`config.mk`:
```
export PLATFORM = sky130hd
export DESIGN_NAME = bag_blit_addr
export DESIGN_NICKNAME = d
export VERILOG_FILES = /design/src/bag_pkg.sv /design/src/bag_blit_addr.sv
export SDC_FILE = /design/constraint.sdc
export NUM_CORES = 1
export LEC_CHECK = 0
export ABC_CLOCK_PERIOD_IN_PS = 6000
export BUFFER_PORTS_ARGS = -buffer_cell sky130_fd_sc_hd__buf_4
export CAP_MARGIN = 20
export CORE_MARGIN = 4
export CORE_UTILIZATION = 35
export CTS_BUF_LIST = sky130_fd_sc_hd__clkbuf_8
export CTS_CLUSTER_SIZE = 8
export DETAILED_ROUTE_END_ITERATION = 10
export GPL_TIMING_DRIVEN = 0
export PLACE_DENSITY = 0.63
export REMOVE_ABC_BUFFERS = 1
export SLEW_MARGIN = 15
export SYNTH_ARGS = -nofsm -noshare
export SYNTH_HDL_FRONTEND = slang
export SYNTH_SLANG_ARGS = --single-unit
```
`constraint.sdc`:
```
create_clock -name pclk -period 6 [get_ports pclk]
set_input_delay 0.6 -clock pclk [delete_from_list [all_inputs] [get_ports pclk]]
set_output_delay 0.6 -clock pclk [all_outputs]
set_load 0.005 [all_outputs]
```
`src/bag_pkg.sv`:
```
// Function
// - Source word address is start register bits 31:2, joined with source pixel offset.
// - Destination word address is start register bits 31:2, joined with destination pixel offset.
// - Low two bits of both start registers are unused but read back as written.
// - Source width field is words per source line minus one, up to 4095.
// - Destination width field is words per destination line minus one, up to 4095.
// - Source line address advances by source stride words when a source line ends.
// - Destination height field is the line count of the block minus one.
// - Line-draw iterations equal destination width value times destination height value.
// - Destination line address advances by destination stride words when a line ends.
// - Start bit written one starts, zero terminates; reads one while busy.
`default_nettype none

package bag_pkg;

  // ==========================================================================
  // Register byte addresses
  localparam logic [31:0] BAG_SRC_PIX_ADDR     = 32'h8004_0000;
  localparam logic [31:0] BAG_DST_PIX_ADDR     = 32'h8004_0004;
  localparam logic [31:0] BAG_SRC_START_ADDR   = 32'h8004_0008;
  localparam logic [31:0] BAG_DST_START_ADDR   = 32'h8004_000c;
  localparam logic [31:0] BAG_SRC_WORDS_ADDR   = 32'h8004_0010;
  localparam logic [31:0] BAG_SRC_STRIDE_ADDR  = 32'h8004_0014;
  localparam logic [31:0] BAG_DST_WORDS_ADDR   = 32'h8004_0018;
  localparam logic [31:0] BAG_DST_LINES_ADDR   = 32'h8004_001c;
  localparam logic [31:0] BAG_DST_STRIDE_ADDR  = 32'h8004_0020;
  localparam logic [31:0] BAG_CTRL_ADDR        = 32'h8004_0024;
  localparam logic [31:0] BAG_SRC_PTR_ADDR     = 32'h8004_0040;
  localparam logic [31:0] BAG_DST_PTR_ADDR     = 32'h8004_0044;
  localparam logic [31:0] BAG_ITER_ADDR        = 32'h8004_0048;

  // ==========================================================================
  // Field layouts and reset values
  localparam logic [31:0] BAG_SRC_PIX_MASK     = 32'h0000_001f;
  localparam logic [31:0] BAG_DST_PIX_MASK     = 32'h001f_001f;
  localparam logic [31:0] BAG_CTRL_MASK        = 32'h001f_ffff;
  localparam logic [31:0] BAG_REG_RESET        = 32'h0000_0000;
  localparam int          BAG_WORDS_W          = 12;
  localparam int          BAG_LINES_W          = 11;
  localparam int          BAG_PIX_W            = 5;
  localparam int          BAG_ITER_W           = BAG_WORDS_W + BAG_LINES_W;
  localparam int          BAG_SPEL_LSB         = 0;
  localparam int          BAG_CTRL_START_BIT   = 0;
  localparam int          BAG_CTRL_LINE_BIT    = 4;
  localparam int          BAG_CTRL_ERROR_BIT   = 16;

  // ==========================================================================
  // Walker states and carriers
  typedef enum logic [1:0] {
    BAG_IDLE,
    BAG_READ,
    BAG_WRITE
  } bag_state_e;

  // One request toward frame memory
  typedef struct packed {
    logic        req;
    logic        we;
    logic [31:0] addr;
    logic [31:0] wdata;
    logic [4:0]  pix;
  } bag_mem_req_s;

  // Answer from frame memory
  typedef struct packed {
    logic        ack;
    logic        err;
    logic [31:0] rdata;
  } bag_mem_rsp_s;

  // Position of one side of the walk
  typedef struct packed {
    logic [29:0] line;
    logic [29:0] ptr;
    logic [11:0] cnt;
  } bag_walk_s;

endpackage : bag_pkg

`default_nettype wire
```
`src/bag_blit_addr.sv`:
```
// Register access over APB was left to the implementer.
`timescale 1ns/1ps
`default_nettype none

module bag_blit_addr (
  input  wire logic                 pclk,
  input  wire logic                 presetn,
  input  wire logic                 psel,
  input  wire logic                 penable,
  input  wire logic                 pwrite,
  input  wire logic [31:0]          paddr,
  input  wire logic [31:0]          pwdata,
  output var  logic [31:0]          prdata,
  output var  logic                 pready,
  output var  logic                 pslverr,
  output var  bag_pkg::bag_mem_req_s mem_req,
  input  wire bag_pkg::bag_mem_rsp_s mem_rsp,
  output var  logic                 busy
);
  import bag_pkg::*;

  // ==========================================================================
  // Register storage
  logic [31:0]            src_start_q;
  logic [31:0]            dst_start_q;
  logic [BAG_PIX_W-1:0]   src_pix_q;
  logic [31:0]            dst_pix_q;
  logic [BAG_WORDS_W-1:0] src_words_q;
  logic [BAG_WORDS_W-1:0] src_stride_q;
  logic [BAG_WORDS_W-1:0] dst_words_q;
  logic [BAG_LINES_W-1:0] dst_lines_q;
  logic [BAG_WORDS_W-1:0] dst_stride_q;
  logic [31:0]            ctrl_q;
  logic                   start_q;
  logic                   done_q;
  logic                   fault_q;

  // ==========================================================================
  // Walker state
  bag_state_e             state_q;
  bag_walk_s              src_q;
  bag_walk_s              dst_q;
  logic [BAG_LINES_W-1:0] line_q;
  logic [BAG_ITER_W-1:0]  iter_q;
  logic                   line_mode_q;
  bag_mem_req_s           mem_q;

  // APB handshake terms and walker next values
  logic                   acc_first;
  logic                   acc_done;
  logic                   wr_done;
  logic [BAG_ITER_W-1:0]  iter_total;
  bag_walk_s              src_next;
  bag_walk_s              dst_next;

  // ==========================================================================
  // Helpers
  // Step one word along a line; at the end of the line jump by the stride
  function automatic bag_walk_s bag_step(input bag_walk_s pos,
                                         input logic [BAG_WORDS_W-1:0] last,
                                         input logic [BAG_WORDS_W-1:0] stride);
    bag_walk_s nxt;
    nxt = pos;
    if (pos.cnt == last) begin
      nxt.cnt  = '0;
      nxt.line = pos.line + {18'h0, stride};
      nxt.ptr  = pos.line + {18'h0, stride};
    end else begin
      nxt.cnt  = pos.cnt + 12'h001;
      nxt.ptr  = pos.ptr + 30'h0000_0001;
    end
    return nxt;
  endfunction : bag_step

  // Fresh walk position from a start register, low two bits dropped
  function automatic bag_walk_s bag_origin(input logic [31:0] start);
    bag_walk_s pos;
    pos.line = start[31:2];
    pos.ptr  = start[31:2];
    pos.cnt  = '0;
    return pos;
  endfunction : bag_origin

  // ==========================================================================
  // APB handshake: one wait state, so every access takes two access cycles
  assign acc_first = psel & penable & ~pready;
  assign acc_done  = psel & penable & pready;
  assign wr_done   = acc_done & pwrite;

  // Destination walk and source walk advance with the same stepping rule
  assign src_next   = bag_step(src_q, src_words_q, src_stride_q);
  assign dst_next   = bag_step(dst_q, dst_words_q, dst_stride_q);
  // Plain product of the raw fields; a zero field gives zero iterations
  assign iter_total = BAG_ITER_W'(dst_words_q) * BAG_ITER_W'(dst_lines_q);

  // Ready rises on the second access cycle and completes on the next edge
  always_ff @(posedge pclk or negedge presetn) begin
    if (!presetn) begin
      pready <= 1'b0;
    end else begin
      pready <= acc_first;
    end
  end

  // Read mux and slave error, loaded one cycle before completion
  always_ff @(posedge pclk or negedge presetn) begin
    if (!presetn) begin
      prdata  <= 32'h0000_0000;
      pslverr <= 1'b0;
    end else if (acc_first) begin
      pslverr <= 1'b0;
      prdata  <= 32'h0000_0000;
      // Byte lanes are not decoded; only whole-word access is meaningful
      unique case (paddr)
        BAG_SRC_PIX_ADDR:    prdata <= {27'h0, src_pix_q};
        BAG_DST_PIX_ADDR:    prdata <= dst_pix_q;
        BAG_SRC_START_ADDR:  prdata <= src_start_q;
        BAG_DST_START_ADDR:  prdata <= dst_start_q;
        BAG_SRC_WORDS_ADDR:  prdata <= {20'h0, src_words_q};
        BAG_SRC_STRIDE_ADDR: prdata <= {20'h0, src_stride_q};
        BAG_DST_WORDS_ADDR:  prdata <= {20'h0, dst_words_q};
        BAG_DST_LINES_ADDR:  prdata <= {21'h0, dst_lines_q};
        BAG_DST_STRIDE_ADDR: prdata <= {20'h0, dst_stride_q};
        BAG_CTRL_ADDR:       prdata <= ctrl_q;
        BAG_SRC_PTR_ADDR:    prdata <= {src_q.ptr, 2'b00};
        BAG_DST_PTR_ADDR:    prdata <= {dst_q.ptr, 2'b00};
        BAG_ITER_ADDR:       prdata <= {9'h0, iter_q};
        default:             pslverr <= 1'b1;
      endcase
    end else begin
      // Error stands only beside its own ready pulse
      pslverr <= 1'b0;
    end
  end

  // ==========================================================================
  // Geometry and address registers; writes take effect at completion
  always_ff @(posedge pclk or negedge presetn) begin
    if (!presetn) begin
      src_start_q  <= BAG_REG_RESET;
      dst_start_q  <= BAG_REG_RESET;
      src_pix_q    <= '0;
      dst_pix_q    <= BAG_REG_RESET;
      src_words_q  <= '0;
      src_stride_q <= '0;
      dst_words_q  <= '0;
      dst_lines_q  <= '0;
      dst_stride_q <= '0;
    end else if (wr_done) begin
      unique case (paddr)
        BAG_SRC_START_ADDR:  src_start_q  <= pwdata;
        BAG_DST_START_ADDR:  dst_start_q  <= pwdata;
        BAG_SRC_PIX_ADDR:    src_pix_q    <= pwdata[BAG_PIX_W-1:0];
        BAG_DST_PIX_ADDR:    dst_pix_q    <= pwdata & BAG_DST_PIX_MASK;
        BAG_SRC_WORDS_ADDR:  src_words_q  <= pwdata[BAG_WORDS_W-1:0];
        BAG_SRC_STRIDE_ADDR: src_stride_q <= pwdata[BAG_WORDS_W-1:0];
        BAG_DST_WORDS_ADDR:  dst_words_q  <= pwdata[BAG_WORDS_W-1:0];
        BAG_DST_LINES_ADDR:  dst_lines_q  <= pwdata[BAG_LINES_W-1:0];
        BAG_DST_STRIDE_ADDR: dst_stride_q <= pwdata[BAG_WORDS_W-1:0];
        default: ;
      endcase
    end
  end

  // ==========================================================================
  // Control register: start bit, error flag and stored mode bits
  // Hardware set of the error flag wins over a software clear in the same cycle
  always_ff @(posedge pclk or negedge presetn) begin
    if (!presetn) begin
      ctrl_q  <= BAG_REG_RESET;
      start_q <= 1'b0;
    end else begin
      start_q <= 1'b0;
      if (wr_done && paddr == BAG_CTRL_ADDR) begin
        ctrl_q  <= pwdata & BAG_CTRL_MASK;
        start_q <= pwdata[BAG_CTRL_START_BIT];
      end else if (done_q) begin
        ctrl_q[BAG_CTRL_START_BIT] <= 1'b0;
      end
      if (fault_q) begin
        ctrl_q[BAG_CTRL_ERROR_BIT] <= 1'b1;
      end
    end
  end

  // ==========================================================================
  // Walker: read one source word, write one destination word, repeat; line draw only writes
  // Clearing the start bit drops a request mid-flight; memory must tolerate it
  always_ff @(posedge pclk or negedge presetn) begin
    if (!presetn) begin
      state_q     <= BAG_IDLE;
      src_q       <= '0;
      dst_q       <= '0;
      line_q      <= '0;
      iter_q      <= '0;
      line_mode_q <= 1'b0;
      mem_q       <= '0;
      done_q      <= 1'b0;
      fault_q     <= 1'b0;
    end else begin
      done_q  <= 1'b0;
      fault_q <= 1'b0;
      unique case (state_q)
        BAG_IDLE: begin
          mem_q <= '0;
          if (start_q) begin
            src_q       <= bag_origin(src_start_q);
            dst_q       <= bag_origin(dst_start_q);
            line_q      <= '0;
            iter_q      <= iter_total;
            line_mode_q <= ctrl_q[BAG_CTRL_LINE_BIT];
            if (ctrl_q[BAG_CTRL_LINE_BIT]) begin
              if (iter_total == '0) begin
                done_q <= 1'b1;
              end else begin
                state_q     <= BAG_WRITE;
                mem_q.req   <= 1'b1;
                mem_q.we    <= 1'b1;
                mem_q.addr  <= {dst_start_q[31:2], 2'b00};
                mem_q.wdata <= 32'h0000_0000;
                mem_q.pix   <= dst_pix_q[BAG_SPEL_LSB +: BAG_PIX_W];
              end
            end else begin
              state_q     <= BAG_READ;
              mem_q.req   <= 1'b1;
              mem_q.we    <= 1'b0;
              mem_q.addr  <= {src_start_q[31:2], 2'b00};
              mem_q.wdata <= 32'h0000_0000;
              mem_q.pix   <= src_pix_q;
            end
          end
        end
        BAG_READ: begin
          if (mem_rsp.ack && mem_rsp.err) begin
            state_q <= BAG_IDLE;
            mem_q   <= '0;
            fault_q <= 1'b1;
            done_q  <= 1'b1;
          end else if (mem_rsp.ack) begin
            // A read answered without error always gets its write request, even when an abort is pending
            src_q       <= src_next;
            state_q     <= BAG_WRITE;
            mem_q.we    <= 1'b1;
            mem_q.addr  <= {dst_q.ptr, 2'b00};
            mem_q.wdata <= mem_rsp.rdata;
            mem_q.pix   <= (dst_q.cnt == '0) ? dst_pix_q[BAG_SPEL_LSB +: BAG_PIX_W] : '0;
          end else if (!ctrl_q[BAG_CTRL_START_BIT]) begin
            state_q <= BAG_IDLE;
            mem_q   <= '0;
            done_q  <= 1'b1;
          end
        end
        BAG_WRITE: begin
          if (mem_rsp.ack && mem_rsp.err) begin
            state_q <= BAG_IDLE;
            mem_q   <= '0;
            fault_q <= 1'b1;
            done_q  <= 1'b1;
          end else if (!mem_rsp.ack && !ctrl_q[BAG_CTRL_START_BIT]) begin
            state_q <= BAG_IDLE;
            mem_q   <= '0;
            done_q  <= 1'b1;
          end else if (mem_rsp.ack) begin
            dst_q <= dst_next;
            if (dst_q.cnt == dst_words_q) begin
              line_q <= line_q + 11'h001;
            end
            if (line_mode_q) begin
              iter_q <= iter_q - 23'h00_0001;
            end
            if (!ctrl_q[BAG_CTRL_START_BIT]) begin
              // Abort lands after the answered write, so no answered write is lost
              state_q <= BAG_IDLE;
              mem_q   <= '0;
              done_q  <= 1'b1;
            end else if (line_mode_q) begin
              // Line draw: a fixed number of destination steps
              if (iter_q == 23'h00_0001) begin
                state_q <= BAG_IDLE;
                mem_q   <= '0;
                done_q  <= 1'b1;
              end else begin
                mem_q.addr <= {dst_next.ptr, 2'b00};
                mem_q.pix  <= '0;
              end
            end else if (dst_q.cnt == dst_words_q && line_q == dst_lines_q) begin
              state_q <= BAG_IDLE;
              mem_q   <= '0;
              done_q  <= 1'b1;
            end else begin
              state_q     <= BAG_READ;
              mem_q.we    <= 1'b0;
              mem_q.wdata <= 32'h0000_0000;
              mem_q.addr  <= {src_q.ptr, 2'b00};
              mem_q.pix   <= (src_q.cnt == '0) ? src_pix_q : '0;
            end
          end
        end
        default: begin
          state_q <= BAG_IDLE;
          mem_q   <= '0;
        end
      endcase
    end
  end

  // ==========================================================================
  // Outputs straight from flops
  assign mem_req = mem_q;

  // Busy is registered from a non-idle walker state or the start pulse
  always_ff @(posedge pclk or negedge presetn) begin
    if (!presetn) begin
      busy <= 1'b0;
    end else begin
      busy <= (state_q != BAG_IDLE) | start_q;
    end
  end

endmodule : bag_blit_addr

`default_nettype wire

```
* Word level (Yosys, flattened, before mapping) *
Cells that the tools add are included.

storage, ports and cells
  flip-flop bits (word level) = 449
  output and inout port bits = 106
  word-level logic and storage cells = 202

cells by class
  add/subtract/negate cells = 8
  $mul = 1
  equal/unequal tests = 35
  multiplexer cells = 82
  bitwise operators = 6
  reductions and logical operators = 36

operators with widths
  cell                     number
  $mux W71                 10
  $mux W72                 7
  $eq A32 B32 Y1 const B   13
  $pmux W32 S13            1
  $pmux W72 S2             2
  $pmux W71 S3             1
  $mux W23                 5
  $mux W42                 2
  $mux W70                 1
  $mux W69                 1
  $mux W32                 2
  $add A30 B1 Y30 const B  2
  $add A30 B12 Y30         2
  $mux W30                 2
  $mux W11                 5
  $pmux W23 S2             1
  $add A12 B1 Y12 const B  2
  $eq A12 B12 Y1           2
  $logic_not A12 Y1        2
  $mux W1                  24
  $mux W2                  12
  $eq A23 B1 Y1 const B    1
  $logic_not A23 Y1        1
  $mul A12 B11 Y23         1
  28 further kinds         66

* Longest topological paths before layout *
Gate-level depths: netlist (run 1).

  depth after elaboration = 9
  gate-level depth with buffers = 24

* Least setup slack after synthesis (run 1) *
Ideal clock, no wire load.

  path type = register -> register
  start point = reg dst_lines_q[5]
  end point = reg mem_q, in the netlist mem_req[57]
  arrival time = 5662 ps
  data required time = 5876 ps
  setup slack = 214 ps
  cell stages (with the launch flop) = 21
  period minus slack after synthesis = 5786 ps
  cells stage by stage = dfrtp_1 clkbuf_1 and2_1 fa_1 inv_1 fa_1 fa_1 fa_1 fa_1 inv_1 ha_1 a21oi_1 o21ai_0 a21oi_1 o21ai_0 or3_4 a2111oi_4 and4_1 buf_6 nor3_2 a211o_1

on the way
  word-level cells in the longest chain between the ends = 9
  elaborated cells between the ends (all ways) = 14
  classes of those cells = mul (1); eq/ne (1); mux (10); reduce/logical (2)

RTL lines
  what                                                                      RTL line              source
  start: declaration                                                        bag_blit_addr.sv:31   logic [BAG_LINES_W-1:0] dst_lines_q;
  start signal: assignment                                                  bag_blit_addr.sv:158  BAG_DST_LINES_ADDR: dst_lines_q <= pwdata[BAG_LINES_W-1:0];
  parallel branches: the longest is 8 deep, another holds $mul A12 B11 Y23  --
  $pmux W71 S3 (*)                                                          bag_blit_addr.sv:203  unique case (state_q)
  end: declaration                                                          bag_blit_addr.sv:46   bag_mem_req_s mem_q;

Mark *: on every way between the ends. The select of a mux whose other input is x is not followed.
A chain may end at the register's enable or synchronous reset.

* Worst setup path in the final report (run 1) *
  start point = reg dst_lines_q[4]
  end point = reg mem_q, in the netlist mem_req[2]

Same word-level chain as after synthesis.

==> impl_summary.md, run 1 <==
Run status
The run finished, with violations left. The checks that failed: DRC, setup timing.

Setup path
The peak fanout along the critical path is 14. The classification of the worst setup path is reg -> reg. The slowest stage of the critical path is the fa_1 cell.

The beginning of the worst register-to-register path is dst_lines_q[4]$_DFFE_PN0P_. The critical path goes through clkbuf_4, buf_4, and2_1, ha_1, inv_1, fa_1, fa_1, inv_1, fa_1, ha_1, ha_4, nand2_1, nor4_2, o31ai_2, a32o_1, a311o_1, a211oi_2, and4_4, buf_4, o31ai_1. The count of cells along the worst register-to-register path is 20. The arrival time reported for the critical path endpoint is 6.57 ns.

On the worst path, the slowest cell contributes a delay of around 0.55 ns. The reg-to-reg setup timing slack is -0.03 ns. The type of destination of the critical path is a flip-flop. The category of the worst setup path launch point is a flip-flop.

In this run the critical register-to-register path is captured at mem_req[2]$_DFFE_PN0P_. For the worst setup path, the data required time is 6.55 ns. The cell that appears most often on the critical path is fa_1.

Floorplan
The floorplan has ~110 rows. The floorplan step defined a die boundary enclosing 0.0900 mm². The die height is about 300 µm. The core outline area is 0.0841 mm². For this configuration, the core starts out at a cell density of 35.5%.

The number of placed I/O pins is ~210. The floorplan die width is 300 µm.

Pwr
Of the total power, combinational logic draws approximately 3.4%. The reported net switching power is roughly 0.0016 W. The switching part of the total is 25.3%. The total power density per cell area is 176 mW/mm². VDD sags by at most about 0.17 mV. Of the total power, the clock network draws a little under half. The leakage power total is about 16 nW. In this run, flip-flops and latches consume approximately half of the power. The internal power component is about 0.0047 W.

Timing
The routed design could run at a clock period as short as 6.03 ns. The post-route clock period utilization is 100%. The final count of hold timing violations came to 0.

The setup violation total in the final timing report is 11. The minimum hold slack is 0.146 ns. The slew at the pin closest to its max-slew limit is 1.18 ns. For this run, the top clock speed supported by timing is around 0.17 GHz. The slack of the critical path is -0.0254 ns. The headroom to the max-slew limit is just over 20%. The worst clock skew on the final layout is 0.0235 ns.

Setup repair after global routing could not meet its margin everywhere. The count of final max-slew check failures is 0.

Yosys
Sequential elements use 37.5% of the synthesized area. The top flip-flop cell by instance count after synthesis is dfrtp_1. Yosys mapped a number of flops with a built-in enable equal to 0. By area the synthesized netlist is led by dfrtp_1 37%, fa_1 6.1%, mux2_2 6.1%.

The synthesized cell area is 0.0298 mm². The post-synthesis instance total is about 3200. The flop and latch count out of synthesis is 447.

For this run, asynchronously set or reset flops after synthesis account for 100%. For this run, the number of Yosys warnings is 0. The share of synthesized area in the top cell type comes to 37.5%. A synthesized cell averages around 9.3 µm². The synthesized netlist contains 79 unique library cells. The cell type with the largest total area after synthesis is dfrtp_1.

Placed design
The placed instances occupy a cell area of around 0.033 mm². Counting tap cells, the placed design contains a total of roughly 4400 instances. The final estimated routing congestion in global placement is about 0.91. The setup slack at placement is -1.19 ns.

The detailed-placement wirelength estimate is about 78000 µm. In this run the tool buffered the top-level ports with approximately 200 buffer cells.

Detailed routing
For this block, the initial DRC count from the detailed router was approximately 3000. The aggregate routed wire length is 111000 µm. The first detailed-routing pass ran for 11 iterations. The detailed-route wire length per cell is 24.2 µm.

The via density per instance is 5.91. After detailed routing, the number of remaining DRC violations is 2. The total number of vias is 27200. In this run the remaining antenna-violating nets after routing total 0.

GRT
The via count of the first global-routing pass is 26800. The total track usage is 24.0%. Entering global routing, the biggest net connects between 100 and 150 pins. The first global-routing pass estimated roughly 170000 µm of wire. The overall overflow remaining after global route is 0.

The initial antenna violation count was 7.

Clock network
After clock tree synthesis, the clock-pin slew on the worst setup and hold paths is roughly 0.06 ns. The CTS tree is yes. CTS saw ~450 sinks. Counting the buffers created by CTS gives 84.

The H-tree was split into 3 levels. The insertion delay of the later-clocked pin in the worst-skew pair is roughly 0.69 ns. No sink is reached through more buffers than the 3 on the longest clock path. Clock tree synthesis selected as its root buffer the cell clkbuf_8.

Final layout
At the end of the flow, the number of nets in the layout was between 3000 and 4000. The area growth from synthesis to layout is 19.6%. The layout has 8145 filler cells.

Cells with a size suffix above 1 make up around 22% of the layout. The cell area after layout is between 0.03 and 0.04 mm². The post-route non-filler standard cell count is ~4600.

Min path
The worst hold path begins at mem_rsp[15]. The endpoint of the worst hold path is mem_req[20]$_DFFE_PN0P_. In this run the worst hold path is classified as in -> reg.

Counting instances, the worst hold path has a depth of 2.

Flow run
The number of maximum-capacitance constraint violations is 0.
## how the worst max path moves through the flow
stage / from / end / slack [ns]
detailed placement: dst_words_q[7]$_DFFE_PN0P_ / mem_req[57]$_DFFE_PN0P_ / -1.19
global placement: state_q[0]$_DFFE_PN0P_ / mem_req[48]$_DFFE_PN0P_ / -6.25
global route: dst_lines_q[5]$_DFFE_PN0P_ / mem_req[57]$_DFFE_PN0P_ / -0.18
finish: dst_lines_q[4]$_DFFE_PN0P_ / mem_req[2]$_DFFE_PN0P_ / -0.03
CTS: dst_lines_q[2]$_DFFE_PN0P_ / mem_req[57]$_DFFE_PN0P_ / 0.01
floorplan: dst_lines_q[5]$_DFFE_PN0P_ / mem_req[57]$_DFFE_PN0P_ / -0.21
## flip-flops by register name (all words and copies together) (netlist names), 2 cells and up
name,count
dst_q,72
src_q,72
mem_req,69
dst_start_q,32
prdata,32
src_start_q,32
iter_q,23
ctrl_q,21
dst_stride_q,12
dst_words_q,12
src_stride_q,12
src_words_q,12
dst_lines_q,11
line_q,11
dst_pix_q,10
src_pix_q,5
state_q,2
## Yosys cell counts (26+ instances only)
master	n
a22oi_1	55
and2_1	73
mux2_2	161
o31ai_1	28
fa_1	91
xnor2_1	62
xor2_1	82
a21oi_1	193
o22ai_1	56
a22o_1	51
dfrtp_1	447
nor3_1	70
a21o_1	34
inv_1	146
buf_1	26
a222oi_1	42
a31oi_1	32
mux2i_1	63
nand2_1	314
nand3_1	105
nand4_1	29
a221oi_1	32
clkbuf_1	176
ha_1	98
and3_1	38
o21ai_0	172
nor4_1	30
nor2_1	219
## per-stage QoR
| stage | total power [W] | TNS (ns) | utilization (%) |
|---|---|---|---|
| after floorplan | 0.00312 | -2.37 | - |
| after global placement | 0.00331 | -1133.67 | 37.9 |
| after detailed placement | 0.00333 | -35.61 | 39.2 |
| after CTS | 0.00633 | 0 | 41.9 |
| after global routing | 0.00648 | -4.75 | 42.4 |
| final | 0.00626 | -0.0949 | 42.4 |
## cell usage in the layout (no fill, tap or decap), types with 82 or more instances in the layout
cell type,n
nor2_1,208
ha_1,83
mux2_2,161
clkbuf_8,100
a21oi_1,188
xor2_1,82
nand3_1,104
nand2_1,306
buf_4,289
inv_1,172
fa_1,87
o21ai_0,163
dfrtp_1,425
## worst max-delay path: cells and delay by family (launching register included)
family                   cells  cell delay (ns)
buffers and inverters        5             0.79
AO/OA/AOI/OAI                5             1.14
AND/OR/NAND/NOR              4             0.98
flip-flops                   1             0.49
adder cells (fa/ha/maj)      6             2.46
## timing repair
action | 4_1_cts | 5_1_grt
gates resized for setup | 75 | 39
cloned | 2 | 0
hold buffers | 1 | 0
endpoints found under the hold margin | 84 | 0
buffers inserted | 48 | 30
endpoints found under the setup margin | 40 | 40
pin swaps | 9 | 22
## power groups by stage
stage                     registers, W  clock network, W  logic (W)
after floorplan                0.00310                 0  0.0000296
after CTS                      0.00305           0.00305   0.000219
final                          0.00305           0.00300   0.000215
after global placement         0.00311                 0   0.000204
after detailed placement       0.00311                 0   0.000218
after global routing           0.00305           0.00319   0.000237
## logic make-up (layout without fill, tap and decap cells)
kind of cell | Yosys count | in the layout | share of synthesized area [%]
adders and majority gates | 189 | 189 | 10.2
other | 1 | 4 | 0.0126
and+or+nand+nor | 976 | 976 | 15.6
AOI/OAI and AO/OA | 853 | 853 | 19.4
buffers and inverters | 370 | 636 | 4.84
DFF | 447 | 447 | 37.5
xor gates and xnor gates | 144 | 144 | 4.23
muxes | 224 | 224 | 8.19
## routing by layer
layer | vias to the layer above | part of all wire, % | global-route usage, %
met1 | 13500 | 40 | 31.4
met4 | 6 | 4.8 | 11.0
li1 | 12000 | - | -
met3 | 294 | 10 | 5.86
met5 | - | 0.036 | 0
met2 | 1405 | 45 | 37.7
## cell type report
cell class | count | area, µm² | share of cell area [%]
inverter | 146 | 548 | 1.54
clock inverter | 51 | 275 | 0.771
sequential | 447 | 11300 | 31.6
clock buffer | 100 | 1380 | 3.86
timing repair buffer | 339 | 3120 | 8.74
antenna | 2 | 5.00 | 0.0140
multi-input combinational | 2388 | 17700 | 49.5
tap | 1134 | 1420 | 3.98
Note: power is estimated with default switching activity, not from simulation.
==> inputs of run 2 (changes only) <==
--- a/config.mk
+++ b/config.mk
@@ -9,12 +9,12 @@
 export BUFFER_PORTS_ARGS = -buffer_cell sky130_fd_sc_hd__buf_4
 export CAP_MARGIN = 20
 export CORE_MARGIN = 4
-export CORE_UTILIZATION = 35
+export CORE_UTILIZATION = 40
 export CTS_BUF_LIST = sky130_fd_sc_hd__clkbuf_8
 export CTS_CLUSTER_SIZE = 8
 export DETAILED_ROUTE_END_ITERATION = 10
 export GPL_TIMING_DRIVEN = 0
-export PLACE_DENSITY = 0.63
+export PLACE_DENSITY = 0.69
 export REMOVE_ABC_BUFFERS = 1
 export SLEW_MARGIN = 15
 export SYNTH_ARGS = -nofsm -noshare
==> run 2 against run 1 <==
- the run still ends with DRC, setup timing left
- maximum frequency increased by 0.10%
- utilization up 6.4 points
- clock-buffer cell count rose by 6
- global-route usage up 2.7 points
- highest routed layer unchanged
==> impl_summary.md, run 2 (synthesis results as in run 1) <==
Run status
The run finished, with violations left. The checks that failed: DRC, setup timing.

Detailed routing
The number of detailed-routing iterations run before antenna repair is 9 (-2). The number of remaining DRC errors is 6 (+4). The aggregate routed wire length is 110000 µm (-1.7%). The detailed-route wire length per cell is 24.6 µm (+1.9%). The number of DRC markers in iteration 0 is 2952 (-2.7%).

The final antenna-violating net count came to 0 (unchanged). The via density per instance came to 6.22 (+5.1%). The total number of vias is 27600 (+1.4%).

Floorplan
The initial standard-cell utilization of the core is 40.6% (+5.1 points). The floorplan die width is 281 µm (-6.3%). The die outline area came to 0.0790 mm² (-12%).

The site row count is 99 (-6.6%). The core outline area came to 0.0735 mm² (-13%). The die height came to 281 µm (-6.3%). The number of placed I/O pins is 209 (unchanged).

Timing
The maximum achievable frequency is 0.166 GHz (+0.10%). The post-route minimum period is 6.02 ns (-0.00631 ns). The headroom to the max-slew limit is 25.1% (+4.8 points). The count of final max-slew check failures was 0 (unchanged). The total negative setup slack is -0.0452 ns (+0.0497 ns).

The worst clock skew on the final layout is 0.0469 ns (+0.0235 ns). The setup violation total in the final timing report is 3 (-8). Setup repair after global routing could not meet its margin everywhere. The post-route clock period utilization is 100% (-0.11 points). The slack of the critical path is -0.0191 ns (+0.00631 ns). The final count of hold timing violations is 0 (unchanged). The slew at the pin closest to its max-slew limit is 1.12 ns (-0.0675 ns).

Setup path
The classification of the worst setup path is reg -> reg. STA classifies the critical path endpoint as a flip-flop. The reg-to-reg setup timing slack came to -0.02 ns (about the same). The required time at the worst-slack endpoint is 6.57 ns (+0.02 ns). The peak fanout along the critical path is 6 (-8). The category of the worst setup path launch point is a flip-flop. The arrival time reported for the critical path endpoint is 6.59 ns (+0.02 ns).

GRT
The overall overflow remaining after global route was 0 (unchanged). The via count of the first global-routing pass is 26700 (-0.41%). The total track usage is 26.7% (+2.7 points). The highest-utilization routing layer at the global route stage is met2. The met2 global-route usage is 42.4% (+4.7 points). The largest net degree at the start of global routing is 104 (+2.0%). The initial antenna violation count came to 8 (+1). The met3 usage in global routing came to 6.71% (+0.86 points). The wire length of the first global-routing pass is 163000 µm (-2.4%).

The global routing met1 resource utilization is 33.9% (+2.5 points).

Clock network
The clock-pin slew on the worst setup and hold paths is 0.06 ns (about the same). The total clock buffers created by CTS is 82 (-2.4%). The tree is rooted in a clkbuf_8. The CTS tree is yes. The deepest level of the CTS H-tree is 3 (unchanged). The insertion delay of the later-clocked pin in the worst-skew pair came to 0.70 ns (about the same). The count of clock tree sinks came to 447 (unchanged). The maximum root-to-sink buffer count was 3 (unchanged).

Final layout
The fraction of layout cells with a size suffix above 1 is 23.0% (+1.0 points). The number of nets in the layout came to 3709 (+0.30%). In the layout the commonest cells are 425 x dfrtp_1, 305 x nand2_1, 295 x buf_4.

The sequential standard cell area was 0.0113 mm² (about the same). The total area of multi-input combinational cells is 0.0178 mm² (+0.79%). The cell area after layout was 0.0359 mm² (+0.56%). The library cell used most frequently in the layout, excluding fill and tap cells, is dfrtp_1. The filler cell count in the final layout is 6665 (-18%). The area growth from synthesis to layout is 20.3%.

Pwr
The largest voltage drop on the vdd net is 0.114 mV (-33%). The leakage power total is 16.2 nW (+1.2%). The total power density per cell area is 180 mW/mm² (+2.3%).

Placed design
The final estimated routing congestion in global placement is 0.938 (+3.2%). The number of buffer cells added on primary ports is 206 (unchanged). The placed cell area was 0.0327 mm² (-0.58%).

The detailed-placement wirelength estimate is 76100 µm (-2.0%).

Flow run
The number of maximum-capacitance constraint violations came to 0 (unchanged).

Min path
The class of the tightest hold or removal check is in -> reg.
## run 2: cell types whose count changed in the layout (fill, tap and decap cells not counted), moves of 3 or more
cell / delta
bufinv_16: +3
inv_1: -9
clkbuf_8: +6
buf_4: +6
and2_1: -5
and2_4: +5
buf_8: +7
## run 2: what timing repair did
item / in CTS / in global routing
pin swaps: 16 / 44
gates resized for setup: 74 / 70
setup buffers: 53 / 32
hold buffers: 1 / 0
endpoints found under the setup margin: 41 / 40
cloned: 2 / 0
endpoints found under the hold margin: 76 / 0
## run 2: routing by layer
layer / part of all wire [%] / vias up
met5: 0.024 / -
met4: 5.5 / 4
met3: 11 / 367
met2: 45 / 1594
met1: 38 / 13600
li1: - / 12100
## run 2: path summary, 6_finish.rpt
path | end | start | cells after the start
max in group asynchronous | src_q[42]$_DFFE_PN0P_ | presetn | 4
min in group asynchronous | mem_req[10]$_DFFE_PN0P_ | presetn | 2
worst max register to register | mem_req[64]$_DFFE_PN0P_ | dst_lines_q[2]$_DFFE_PN0P_ | 21
worst min-delay path | mem_req[7]$_DFFE_PN0P_ | mem_rsp[2] | 2
worst max-delay path | mem_req[64]$_DFFE_PN0P_ | dst_lines_q[2]$_DFFE_PN0P_ | 21
worst min register to register | ctrl_q[16]$_DFFE_PN0P_ | fault_q$_DFF_PN0_ | 1
## run 2: final cells by class
class	count	area share [%]
Multi-Input combinational cell	2388	49.7
Sequential cell	447	31.4
Timing Repair Buffer	352	9.14
Clock buffer	106	4.07
Tap cell	959	3.34
Inverter	146	1.53
Clock inverter	42	0.854
Antenna cell	4	0.0279
## run 2: through the flow
stage / hold slack [ns] / cells / util (%) / setup WS, ns / power, W
floorplan: 0.304 / 2981 / - / -0.210 / 0.00312
global placement: 0.451 / 4146 / 43.1 / -6.05 / 0.00331
detailed placement: 0.452 / 4199 / 44.6 / -1.12 / 0.00332
CTS: 0.0966 / 4403 / 47.9 / -0.0140 / 0.00649
global route: 0.122 / 4441 / 48.8 / -0.215 / 0.00665
finish: 0.150 / 4444 / 48.8 / -0.0191 / 0.00645
## run 2: critical path, cell delays in order, from the launching register on
cell and delay [ns]:
dfrtp_4 0.49, buf_12 0.15, and2_4 0.13, fa_1 0.49
inv_2 0.04, fa_1 0.54, fa_2 0.47, fa_1 0.51
fa_1 0.53, inv_2 0.07, ha_4 0.23, buf_6 0.11
and4_4 0.19, o21ai_2 0.06, a21oi_2 0.07, and2_4 0.17
or3_4 0.40, a2111oi_4 0.38, and4_4 0.36, buf_12 0.18
nor3_4 0.04, a211o_1 0.27
## run 2: power by group
part / total (W) / leakage (nW) / switching [W] / internal (W)
clock network: 0.00318 / 0.999 / 0.00141 / 0.00177
registers: 0.00305 / 6.13 / 0.0000204 / 0.00303
logic: 0.000216 / 9.05 / 0.000131 / 0.0000855
total: 0.00645 / 16.2 / 0.00156 / 0.00488
